### config.mk
export PLATFORM = sky130hd
export DESIGN_NAME = ssop_host_flat
export DESIGN_NICKNAME = d
export VERILOG_FILES = /design/src/core/ssop_pkg.sv /design/src/core/ssop_link_if.sv /design/src/core/ssop_fifo.sv /design/src/core/ssop_host.sv /design/src/flat_wrapper.sv
export VERILOG_INCLUDE_DIRS = /design/src /design/src/core
export SDC_FILE = /design/constraint.sdc
export NUM_CORES = 1
export LEC_CHECK = 0
export ABC_AREA = 0
export BUFFER_PORTS_ARGS = -buffer_cell sky130_fd_sc_hd__buf_4
export CAP_MARGIN = 20
export CORE_ASPECT_RATIO = 0.75
export CORE_MARGIN = 5
export CORE_UTILIZATION = 55
export DETAILED_ROUTE_END_ITERATION = 10
export PLACE_DENSITY = 0.7
export SLEW_MARGIN = 20
export SYNTH_ARGS = -nofsm -noshare
export SYNTH_HDL_FRONTEND = slang
export SYNTH_SLANG_ARGS = --single-unit
export TNS_END_PERCENT = 1
### constraint.sdc
create_clock -name hclk -period 6.4 [get_ports hclk]
set_clock_uncertainty 0.15 [all_clocks]
set_input_delay 1.28 -clock hclk [delete_from_list [all_inputs] [get_ports hclk]]
set_output_delay 1.28 -clock hclk [all_outputs]
set_load 0.05 [all_outputs]
### src/core/ssop_defines.svh
`ifndef SSOP_DEFINES_SVH
`define SSOP_DEFINES_SVH
// ----------------------------------------
// Data word and lanes
// ----------------------------------------
`define SSOP_WORD_BITS 22
`define SSOP_LANES     4
// ----------------------------------------
// Output control code fields
// ----------------------------------------
`define SSOP_MODE_HI   1
`define SSOP_MODE_LO   0
`define SSOP_WID_HI    3
`define SSOP_WID_LO    2
`define SSOP_RATE_BIT  4
`define SSOP_SEL_HI    7
`define SSOP_SEL_LO    6
`define SSOP_MODE_SRC  2'h3
`define SSOP_WID_DUAL  2'h2
`define SSOP_WID_QUAD  2'h3
`define SSOP_N_ONE     3'h1
`define SSOP_N_TWO     3'h2
`define SSOP_N_FOUR    3'h4
`define SSOP_CFG_RST   8'h00
// Internal clock half periods in hclk cycles
`define SSOP_HALF_INT  4'h1
`define SSOP_HALF_IB2  4'h2
`define SSOP_HALF_IB4  4'h4
// Output clocks of an optimal read frame
`define SSOP_NCLK_STD  5'h09
`define SSOP_NCLK_QS   5'h05
`define SSOP_NCLK_DD   5'h05
`define SSOP_NCLK_QD   5'h03
// ----------------------------------------
// Controller registers
// ----------------------------------------
`define SSOP_A_CTRL    8'h00
`define SSOP_A_DEVCFG  8'h04
`define SSOP_A_DIV     8'h08
`define SSOP_A_STAT    8'h0C
`define SSOP_A_DATA    8'h10
`define SSOP_CTRL_GO   0
`define SSOP_CTRL_AUTO 1
`define SSOP_CTRL_RST  2
`define SSOP_DIV_RST   8'h02
`define SSOP_HTRANS_ACT 1
// ----------------------------------------
// Timing
// ----------------------------------------
`define SSOP_CLK_NS    40
`define SSOP_CONVH_NS  40
`define SSOP_CONV_NS   1000
`endif

### src/core/ssop_pkg.sv
`include "ssop_defines.svh"
package ssop_pkg;
    typedef enum logic [1:0] {CLK_EXT, CLK_INT, CLK_IB2, CLK_IB4} ssop_clk_src_type;
    typedef enum logic [2:0] {H_IDLE, H_CONV, H_WAIT, H_SEL, H_XFER, H_PUSH} ssop_host_state_type;

    function automatic logic is_src(input logic [7:0] c);
        is_src = (c[`SSOP_MODE_HI:`SSOP_MODE_LO] == `SSOP_MODE_SRC);
    endfunction

    function automatic logic is_ddr(input logic [7:0] c);
        is_ddr = c[`SSOP_RATE_BIT];
    endfunction

    function automatic logic [2:0] lane_count(input logic [7:0] c);
        unique case (c[`SSOP_WID_HI:`SSOP_WID_LO])
            `SSOP_WID_DUAL: lane_count = `SSOP_N_TWO;
            `SSOP_WID_QUAD: lane_count = `SSOP_N_FOUR;
            default:        lane_count = `SSOP_N_ONE;
        endcase
    endfunction

    function automatic ssop_clk_src_type clk_src(input logic [7:0] c);
        clk_src = ssop_clk_src_type'(c[`SSOP_SEL_HI:`SSOP_SEL_LO]);
    endfunction

    function automatic logic [4:0] opt_clocks(input logic [7:0] c);
        opt_clocks = `SSOP_NCLK_STD;
        if (lane_count(c) == `SSOP_N_FOUR)
            opt_clocks = is_ddr(c) ? `SSOP_NCLK_QD : `SSOP_NCLK_QS;
        else if (lane_count(c) == `SSOP_N_TWO && is_ddr(c))
            opt_clocks = `SSOP_NCLK_DD;
    endfunction
endpackage

### src/core/ssop_link_if.sv
`timescale 1ns/100ps
interface ssop_link_if;
    logic       cs_n;
    logic       sclk;
    logic       conv_start;
    logic       reset_n;
    logic       cfg_wr;
    logic [7:0] cfg_out_ctrl;
    logic [7:0] cfg_in_proto;
    logic       ready_clock_out;
    logic [3:0] serial_out_lane;

    modport device (
        input  cs_n, sclk, conv_start, reset_n, cfg_wr, cfg_out_ctrl, cfg_in_proto,
        output ready_clock_out, serial_out_lane
    );
    modport host (
        output cs_n, sclk, conv_start, reset_n, cfg_wr, cfg_out_ctrl, cfg_in_proto,
        input  ready_clock_out, serial_out_lane
    );
endinterface

### src/core/ssop_fifo.sv
`timescale 1ns/100ps
module ssop_fifo #(
    parameter int WIDTH = 22,
    parameter int DEPTH = 32,
    parameter int AW    = $clog2(DEPTH)
) (
    input  wire logic             hclk,
    input  wire logic             hresetn,
    input  wire logic             in_valid,
    output logic                  in_ready,
    input  wire logic [WIDTH-1:0] in_data,
    output logic                  out_valid,
    input  wire logic             out_ready,
    output logic [WIDTH-1:0]      out_data,
    output logic [AW:0]           count
);
    logic [WIDTH-1:0] mem_r [DEPTH];
    logic [AW-1:0]    wp_r;
    logic [AW-1:0]    rp_r;
    logic [AW:0]      cnt_r;
    logic             push;
    logic             pop;

    assign in_ready  = (cnt_r != (AW+1)'(DEPTH));
    assign out_valid = (cnt_r != '0);
    assign out_data  = mem_r[rp_r];
    assign count     = cnt_r;
    assign push      = in_valid && in_ready;
    assign pop       = out_valid && out_ready;

    always_ff @(posedge hclk) begin
        if (push)
            mem_r[wp_r] <= in_data;
    end

    always_ff @(posedge hclk or negedge hresetn) begin
        if (!hresetn) begin
            wp_r  <= '0;
            rp_r  <= '0;
            cnt_r <= '0;
        end else begin
            if (push)
                wp_r <= (wp_r == AW'(DEPTH-1)) ? '0 : wp_r + 1'b1;
            if (pop)
                rp_r <= (rp_r == AW'(DEPTH-1)) ? '0 : rp_r + 1'b1;
            if (push && !pop)
                cnt_r <= cnt_r + 1'b1;
            else if (pop && !push)
                cnt_r <= cnt_r - 1'b1;
        end
    end
endmodule // ssop_fifo

### src/core/ssop_host.sv
// Implementation choices: the register addresses and the AHB-Lite interface to the registers.
`timescale 1ns/100ps
`include "ssop_defines.svh"
module ssop_host #(
    parameter int WORD_BITS   = `SSOP_WORD_BITS,
    parameter int DEPTH       = 32,
    parameter int CONV_CYCLES = (`SSOP_CONV_NS + `SSOP_CLK_NS - 1) / `SSOP_CLK_NS
) (
    input  wire logic        hclk,
    input  wire logic        hresetn,
    input  wire logic        hsel,
    input  wire logic [31:0] haddr,
    input  wire logic [1:0]  htrans,
    input  wire logic        hwrite,
    input  wire logic [2:0]  hsize,
    input  wire logic [31:0] hwdata,
    input  wire logic        hready,
    output logic             hreadyout,
    output logic             hresp,
    output logic [31:0]      hrdata,
    ssop_link_if.host        link
);
    localparam int CONVH_CYC = (`SSOP_CONVH_NS + `SSOP_CLK_NS - 1) / `SSOP_CLK_NS;
    localparam int AW = $clog2(DEPTH);

    ssop_pkg::ssop_host_state_type st_r;
    logic [31:0] hrdata_r;
    logic        wr_pend_r;
    logic [7:0]  wr_addr_r;
    logic        go_r, auto_r, devrst_r, cfg_pend_r, cfg_wr_r;
    logic [7:0]  octl_r, iprot_r, div_r, dcnt_r;
    logic        cs_n_r, sclk_r, conv_r, rvs_q_r;
    logic [11:0] cnt_r;
    logic [4:0]  clk_cnt_r, got_r;
    logic [WORD_BITS-1:0] acc_r;
    logic        accept, wr_ctrl, wr_cfg, pop, in_ready, out_valid, ext, edge_seen, done;
    logic [WORD_BITS-1:0] out_data;
    logic [AW:0] fcount;
    logic [31:0] rd_mux;

    // ----------------------------------------
    // Bus slave, zero wait states
    // ----------------------------------------
    assign accept  = hsel && htrans[`SSOP_HTRANS_ACT] && hready;
    assign pop     = accept && !hwrite && (haddr[7:0] == `SSOP_A_DATA);
    assign wr_ctrl = wr_pend_r && (wr_addr_r == `SSOP_A_CTRL);
    assign wr_cfg  = wr_pend_r && (wr_addr_r == `SSOP_A_DEVCFG);

    always_comb begin
        rd_mux = 32'h00000000;
        unique case (haddr[7:0])
            `SSOP_A_CTRL:   rd_mux = {29'h0, devrst_r, auto_r, go_r};
            `SSOP_A_DEVCFG: rd_mux = {16'h0, iprot_r, octl_r};
            `SSOP_A_DIV:    rd_mux = {24'h0, div_r};
            `SSOP_A_STAT:   rd_mux = {16'h0, 8'(fcount), 4'h0, cfg_pend_r, !in_ready,
                                      !out_valid, st_r != ssop_pkg::H_IDLE};
            `SSOP_A_DATA:   rd_mux = out_valid ? 32'(out_data) : 32'h00000000;
            default:        rd_mux = 32'h00000000;
        endcase
    end

    always_ff @(posedge hclk or negedge hresetn) begin
        if (!hresetn) begin
            wr_pend_r <= 1'b0;
            wr_addr_r <= 8'h00;
            hrdata_r  <= 32'h00000000;
        end else begin
            wr_pend_r <= accept && hwrite;
            if (accept)
                wr_addr_r <= haddr[7:0];
            if (accept && !hwrite)
                hrdata_r <= rd_mux;
        end
    end

    always_ff @(posedge hclk or negedge hresetn) begin
        if (!hresetn) begin
            auto_r   <= 1'b0;
            devrst_r <= 1'b0;
            div_r    <= `SSOP_DIV_RST;
            octl_r   <= `SSOP_CFG_RST;
            iprot_r  <= `SSOP_CFG_RST;
        end else begin
            if (wr_ctrl) begin
                auto_r   <= hwdata[`SSOP_CTRL_AUTO];
                devrst_r <= hwdata[`SSOP_CTRL_RST];
            end
            if (wr_pend_r && wr_addr_r == `SSOP_A_DIV)
                div_r <= (hwdata[7:0] == 8'h00) ? 8'h01 : hwdata[7:0];
            if (wr_cfg) begin
                octl_r  <= hwdata[7:0];
                iprot_r <= hwdata[15:8];
            end
        end
    end

    // Config reaches the device only between frames
    always_ff @(posedge hclk or negedge hresetn) begin
        if (!hresetn) begin
            cfg_pend_r <= 1'b0;
            cfg_wr_r   <= 1'b0;
        end else begin
            cfg_wr_r <= cfg_pend_r && st_r == ssop_pkg::H_IDLE;
            if (wr_cfg)
                cfg_pend_r <= 1'b1;
            else if (st_r == ssop_pkg::H_IDLE)
                cfg_pend_r <= 1'b0;
        end
    end

    // ----------------------------------------
    // Frame sequencer
    // ----------------------------------------
    assign ext       = ssop_pkg::clk_src(octl_r) == ssop_pkg::CLK_EXT;
    assign edge_seen = (link.ready_clock_out && !rvs_q_r)
                    || (!link.ready_clock_out && rvs_q_r && ssop_pkg::is_ddr(octl_r));
    // Frame ends once the word is in and, on the external clock, the optimal clock count was given
    assign done = (got_r == 5'(WORD_BITS)) &&
                  (!ext || (clk_cnt_r >= ssop_pkg::opt_clocks(octl_r) && !sclk_r));

    always_ff @(posedge hclk or negedge hresetn) begin
        if (!hresetn) begin
            st_r      <= ssop_pkg::H_IDLE;
            go_r      <= 1'b0;
            cs_n_r    <= 1'b1;
            sclk_r    <= 1'b0;
            conv_r    <= 1'b0;
            rvs_q_r   <= 1'b0;
            cnt_r     <= 12'h000;
            dcnt_r    <= 8'h00;
            clk_cnt_r <= 5'h00;
            got_r     <= 5'h00;
            acc_r     <= '0;
        end else begin
            rvs_q_r <= link.ready_clock_out;
            unique case (st_r)
                ssop_pkg::H_IDLE: begin
                    // No frame without room for its word
                    if ((go_r || auto_r) && in_ready && !cfg_pend_r && !devrst_r) begin
                        go_r   <= 1'b0;
                        conv_r <= 1'b1;
                        cnt_r  <= 12'(CONVH_CYC - 1);
                        st_r   <= ssop_pkg::H_CONV;
                    end
                end
                ssop_pkg::H_CONV: begin
                    if (cnt_r == 12'h000) begin
                        conv_r <= 1'b0;
                        cnt_r  <= 12'(CONV_CYCLES - 1);
                        st_r   <= ssop_pkg::H_WAIT;
                    end else
                        cnt_r <= cnt_r - 12'h001;
                end
                ssop_pkg::H_WAIT: begin
                    if (cnt_r == 12'h000) begin
                        cs_n_r <= 1'b0;
                        st_r   <= ssop_pkg::H_SEL;
                    end else
                        cnt_r <= cnt_r - 12'h001;
                end
                ssop_pkg::H_SEL: begin
                    dcnt_r    <= 8'h00;
                    clk_cnt_r <= 5'h00;
                    got_r     <= 5'h00;
                    acc_r     <= '0;
                    st_r      <= ssop_pkg::H_XFER;
                end
                ssop_pkg::H_XFER: begin
                    if (edge_seen)
                        for (int i = 0; i < `SSOP_LANES; i++)
                            if (i < ssop_pkg::lane_count(octl_r) && 32'(got_r) + i < WORD_BITS)
                                acc_r[WORD_BITS-1-(32'(got_r)+i)] <= link.serial_out_lane[i];
                    if (edge_seen)
                        got_r <= ((32'(got_r) + 32'(ssop_pkg::lane_count(octl_r))) > WORD_BITS)
                               ? 5'(WORD_BITS) : got_r + 5'(ssop_pkg::lane_count(octl_r));
                    if (done) begin
                        cs_n_r <= 1'b1;
                        st_r   <= ssop_pkg::H_PUSH;
                    end else if (ext) begin
                        if (dcnt_r == div_r - 8'h01) begin
                            dcnt_r <= 8'h00;
                            sclk_r <= !sclk_r;
                            if (sclk_r && clk_cnt_r != 5'h1F)
                                clk_cnt_r <= clk_cnt_r + 5'h01;
                        end else
                            dcnt_r <= dcnt_r + 8'h01;
                    end
                end
                ssop_pkg::H_PUSH: begin
                    if (in_ready)
                        st_r <= ssop_pkg::H_IDLE;
                end
            endcase
            if (wr_ctrl && hwdata[`SSOP_CTRL_GO])
                go_r <= 1'b1;
        end
    end

    ssop_fifo #(.WIDTH(WORD_BITS), .DEPTH(DEPTH)) u_fifo (
        .hclk      (hclk),
        .hresetn   (hresetn),
        .in_valid  (st_r == ssop_pkg::H_PUSH),
        .in_ready  (in_ready),
        .in_data   (acc_r),
        .out_valid (out_valid),
        .out_ready (pop),
        .out_data  (out_data),
        .count     (fcount)
    );

    assign hrdata            = hrdata_r;
    assign hreadyout         = 1'b1;
    assign hresp             = 1'b0;
    assign link.cs_n         = cs_n_r;
    assign link.sclk         = sclk_r;
    assign link.conv_start   = conv_r;
    assign link.reset_n      = !devrst_r;
    assign link.cfg_wr       = cfg_wr_r;
    assign link.cfg_out_ctrl = octl_r;
    assign link.cfg_in_proto = iprot_r;
endmodule // ssop_host

### src/flat_wrapper.sv
// flat-port wrapper written by rule: the top's interface ports become plain ports
module ssop_host_flat 
#(
    parameter int WORD_BITS   = `SSOP_WORD_BITS,
    parameter int DEPTH       = 32,
    parameter int CONV_CYCLES = (`SSOP_CONV_NS + `SSOP_CLK_NS - 1) / `SSOP_CLK_NS
)
  (hclk, hresetn, hsel, haddr, htrans, hwrite, hsize, hwdata, hready, hreadyout, hresp, hrdata, link_cs_n, link_sclk, link_conv_start, link_reset_n, link_cfg_wr, link_cfg_out_ctrl, link_cfg_in_proto, link_ready_clock_out, link_serial_out_lane);
  ssop_link_if link_i ();
  input  wire logic hclk;
  input  wire logic hresetn;
  input  wire logic hsel;
  input  wire logic [31:0] haddr;
  input  wire logic [1:0] htrans;
  input  wire logic hwrite;
  input  wire logic [2:0] hsize;
  input  wire logic [31:0] hwdata;
  input  wire logic hready;
  output logic hreadyout;
  output logic hresp;
  output logic [31:0] hrdata;
  output wire logic [$bits(link_i.cs_n)-1:0] link_cs_n;
  output wire logic [$bits(link_i.sclk)-1:0] link_sclk;
  output wire logic [$bits(link_i.conv_start)-1:0] link_conv_start;
  output wire logic [$bits(link_i.reset_n)-1:0] link_reset_n;
  output wire logic [$bits(link_i.cfg_wr)-1:0] link_cfg_wr;
  output wire logic [$bits(link_i.cfg_out_ctrl)-1:0] link_cfg_out_ctrl;
  output wire logic [$bits(link_i.cfg_in_proto)-1:0] link_cfg_in_proto;
  input wire logic [$bits(link_i.ready_clock_out)-1:0] link_ready_clock_out;
  input wire logic [$bits(link_i.serial_out_lane)-1:0] link_serial_out_lane;
  assign link_cs_n = link_i.cs_n;
  assign link_sclk = link_i.sclk;
  assign link_conv_start = link_i.conv_start;
  assign link_reset_n = link_i.reset_n;
  assign link_cfg_wr = link_i.cfg_wr;
  assign link_cfg_out_ctrl = link_i.cfg_out_ctrl;
  assign link_cfg_in_proto = link_i.cfg_in_proto;
  assign link_i.ready_clock_out = link_ready_clock_out;
  assign link_i.serial_out_lane = link_serial_out_lane;
  ssop_host #(.WORD_BITS(WORD_BITS), .DEPTH(DEPTH), .CONV_CYCLES(CONV_CYCLES)) u_core (.hclk(hclk), .hresetn(hresetn), .hsel(hsel), .haddr(haddr), .htrans(htrans), .hwrite(hwrite), .hsize(hsize), .hwdata(hwdata), .hready(hready), .hreadyout(hreadyout), .hresp(hresp), .hrdata(hrdata), .link(link_i));
endmodule
==> results.cfg <==
[placement]
gp_congestion = 0.8985
port_buffers = 77
place_ws_ns = 1.310
dp_hpwl_mm = 55.10

[floorplanning]
fp.coreArea_sq_um = 65170
io_pins = 134
die_area_sq_um = 71070
std_cell_rows = 81
die_w_um = 306.2
dieHeight_um = 232.1
initial_utilization = 0.5552

[sta]
fmax_mhz = 220.3
period_needed_ns = 4.540
min_period_over_period = 0.7094
relSlewSlack = 0.2252
fin_tns_setup_ns = 0
worstMarginPinSlew_ns = 1.161
setup_viol = 0
fin_ws_ns = 1.860
slew_violations = 0
rsz0062_at_grt = false
finalHoldViolations = 0

[clock_network]
numClockSinks = 839
clock_latency_ns = 0.62
clkTransAtPathRegs_ns = 0.07
cts_made_buffers = 79
clockRootBuffer = clkbuf_16
tritoncts = yes
cts_setup_buffers = 0
cts_hold_buf = 0
cts.path.max_buffers = 3
post_cts_resized = 0
htreeDepth = 3

[yosys]
syn_inst = 2104
synth_edf_count = 704
synth-seq-cells = 839
async_flop_share = 0.1609
synth_common_cells = edfxtp_1, mux4_2, dfrtp_1
yosysWarningCount = 0
synth_top_area_frac = 0.5843
ys.flop_type = edfxtp_1
synth_area_per_cell_sq_um = 17.20
yosysMostFrequentCell = edfxtp_1
synth_area_leaders = edfxtp_1, mux4_2, dfrtp_1
synth_cell_types = 90
synth-seq-area-share = 0.6777
yosys.area.top_type = edfxtp_1
netlist_area_sq_um = 36180

[detailed_routing]
first_pass_iters = 6
drc_errors = 0
detail_route.iter0.violations = 2764
detail_route.wirelength_mm = 91.24
via_per_inst = 6.595
wl_per_cell_um = 29.11
vias = 20670
ant_nets = 0

[pwr]
cellPowerDensity_nw_per_um2 = 292.7
leakagePower_nw = 12.75
ir_drop_mv = 0.2653
internal_power_mw = 9.076
switching_share = 0.2346
combPwrFrac = 0.089
switchingPower_mw = 2.782
seq_power_share = 0.512
pwr-share-clk = 0.399

[worst_setup_path]
slowest_delay_ns = 0.85
start_kind = register
arrival_ns = 4.88
rrSetupSlack_ns = 1.86
worst_ep_required_time_ns = 6.74
critical_path_peak_fanout = 18
cp-end-kind = register
worstSetupPathType = reg2reg
cp_slowest_cell = nor4_2
path_cells = ha_1, o21a_1, o22ai_1, or2_1, ha_1, nand4b_1, a31oi_1, nand3_1, nor4_2, nand2_1, o311ai_1, a31oi_1

[global_routing]
groute.usage.overall = 0.2572
antenna_found_initial = 0
grt-ovfl-total = 0
grt_pass1_wl_mm = 135.1
grt_pass1_vias = 20194
grt_max_degree = 86

[layout]
areaGrowthSynthToFinish_pct = 11.99
nets = 2321
drive_above_1_share = 0.2714

[status]
status = finished clean

[flow_run]
maxCapViolCount = 0

[worst_hold_path]
hold_class = reg2reg
[routing by layer]
| metal | GRT usage | part of all wire | vias to the layer above |
|---|---|---|---|
| met5 | 0 | 0 | - |
| met4 | 0.05730 | 0.022 | 0 |
| met3 | 0.04969 | 0.094 | 160 |
| met2 | 0.3836 | 0.45 | 1090 |
| met1 | 0.4017 | 0.43 | 10767 |
| li1 | - | - | 8653 |
[through the flow]
step / instance area, sq um / cells / utilization / hold slack [ns] / total power [mW]
global route: 40520 / 3133 / 0.6217 / 0.3690 / 12.30
finish: 40520 / 3134 / 0.6218 / 0.3538 / 11.86
CTS: 40460 / 3130 / 0.6209 / 0.3600 / 11.91
floorplan: 36220 / 2114 / - / 0.3226 / 6.948
global placement: 37840 / 2988 / 0.5806 / 0.3398 / 7.185
detailed placement: 37870 / 2990 / 0.5811 / 0.3465 / 7.216
[cell usage in the layout, fill, tap and decap left out, types with 41 or more instances in the layout]
master     Yosys  final
nand2_1      111    111
dfrtp_1      133    116
nor2_1       100     67
a21oi_1       73     73
o21ai_0       66     66
buf_4         13    126
edfxtp_1     704    704
mux4_2       223    223
clkbuf_16      0     81
nand3_1       41     41
mux2_2        48     48
[cell families after synthesis]
family / after synthesis / share of synthesized area
other cells: 2 / 0.0002076
simple gates: 415 / 0.05820
buf+inv: 158 / 0.01912
mux: 298 / 0.1613
xor+xnor: 41 / 0.01103
flops: 839 / 0.6777
compound gates: 312 / 0.05851
fa+ha+maj: 39 / 0.01390
[power groups by stage]
stage | combinational [mW] | sequential (mW) | clock (mW)
after floorplan | 0.793 | 6.15 | 0
after global routing | 1.15 | 6.09 | 5.06
final | 1.06 | 6.07 | 4.73
after detailed placement | 1.03 | 6.18 | 0
after CTS | 1.04 | 6.07 | 4.80
after global placement | 1.01 | 6.18 | 0
[critical path, delay by kind of cell (launching register included)]
| family | cells | cell delay [ns] |
|---|---|---|
| AO/OA/AOI/OAI | 5 | 0.89 |
| adder cells (fa/ha/maj) | 2 | 0.96 |
| flip-flops | 1 | 0.76 |
| AND/OR/NAND/NOR | 5 | 1.62 |
[state kept, by name, summed over array words and instances, names as in the netlist, 3 cells and up]
name	cells
u_core.link.cfg_out_ctrl	8
u_core.u_fifo.wp_r	5
u_core.st_r	3
u_core.clk_cnt_r	5
u_core.u_fifo.mem_r	704
u_core.cnt_r	12
u_core.acc_r	22
u_core.link.cfg_in_proto	8
u_core.u_fifo.rp_r	5
u_core.wr_addr_r	8
u_core.dcnt_r	8
u_core.hrdata	22
u_core.div_r	8
u_core.u_fifo.count	6
u_core.got_r	5
[final timing paths]
kind,startpoint,endpoint,cells after the start
hold / removal,u_core.link.cs_n$_DFFE_PN1P_,u_core.link.cs_n$_DFFE_PN1P_,2
max in group asynchronous,hresetn,u_core.acc_r[20]$_DFFE_PN0P_,2
hold reg to reg,u_core.link.cs_n$_DFFE_PN1P_,u_core.link.cs_n$_DFFE_PN1P_,2
min in group asynchronous,hresetn,u_core.cnt_r[0]$_DFFE_PN0P_,1
setup reg to reg,u_core.got_r[2]$_DFFE_PN0P_,u_core.acc_r[11]$_DFFE_PN0P_,12
setup / recovery,u_core.got_r[2]$_DFFE_PN0P_,u_core.acc_r[11]$_DFFE_PN0P_,12
[area by class of cell]
| type | count | area (sq um) |
|---|---|---|
| well taps | 871 | 1090 |
| clock buffers | 99 | 2115 |
| inverters | 32 | 120.1 |
| clock inverters | 41 | 473.0 |
| fillers | 4587 | 24650 |
| flip-flops and latches | 839 | 24550 |
| multi-input cells | 1117 | 11110 |
| repair buffers | 134 | 1061 |
| diodes | 1 | 2.502 |
(Power assumes the default switching activity.)
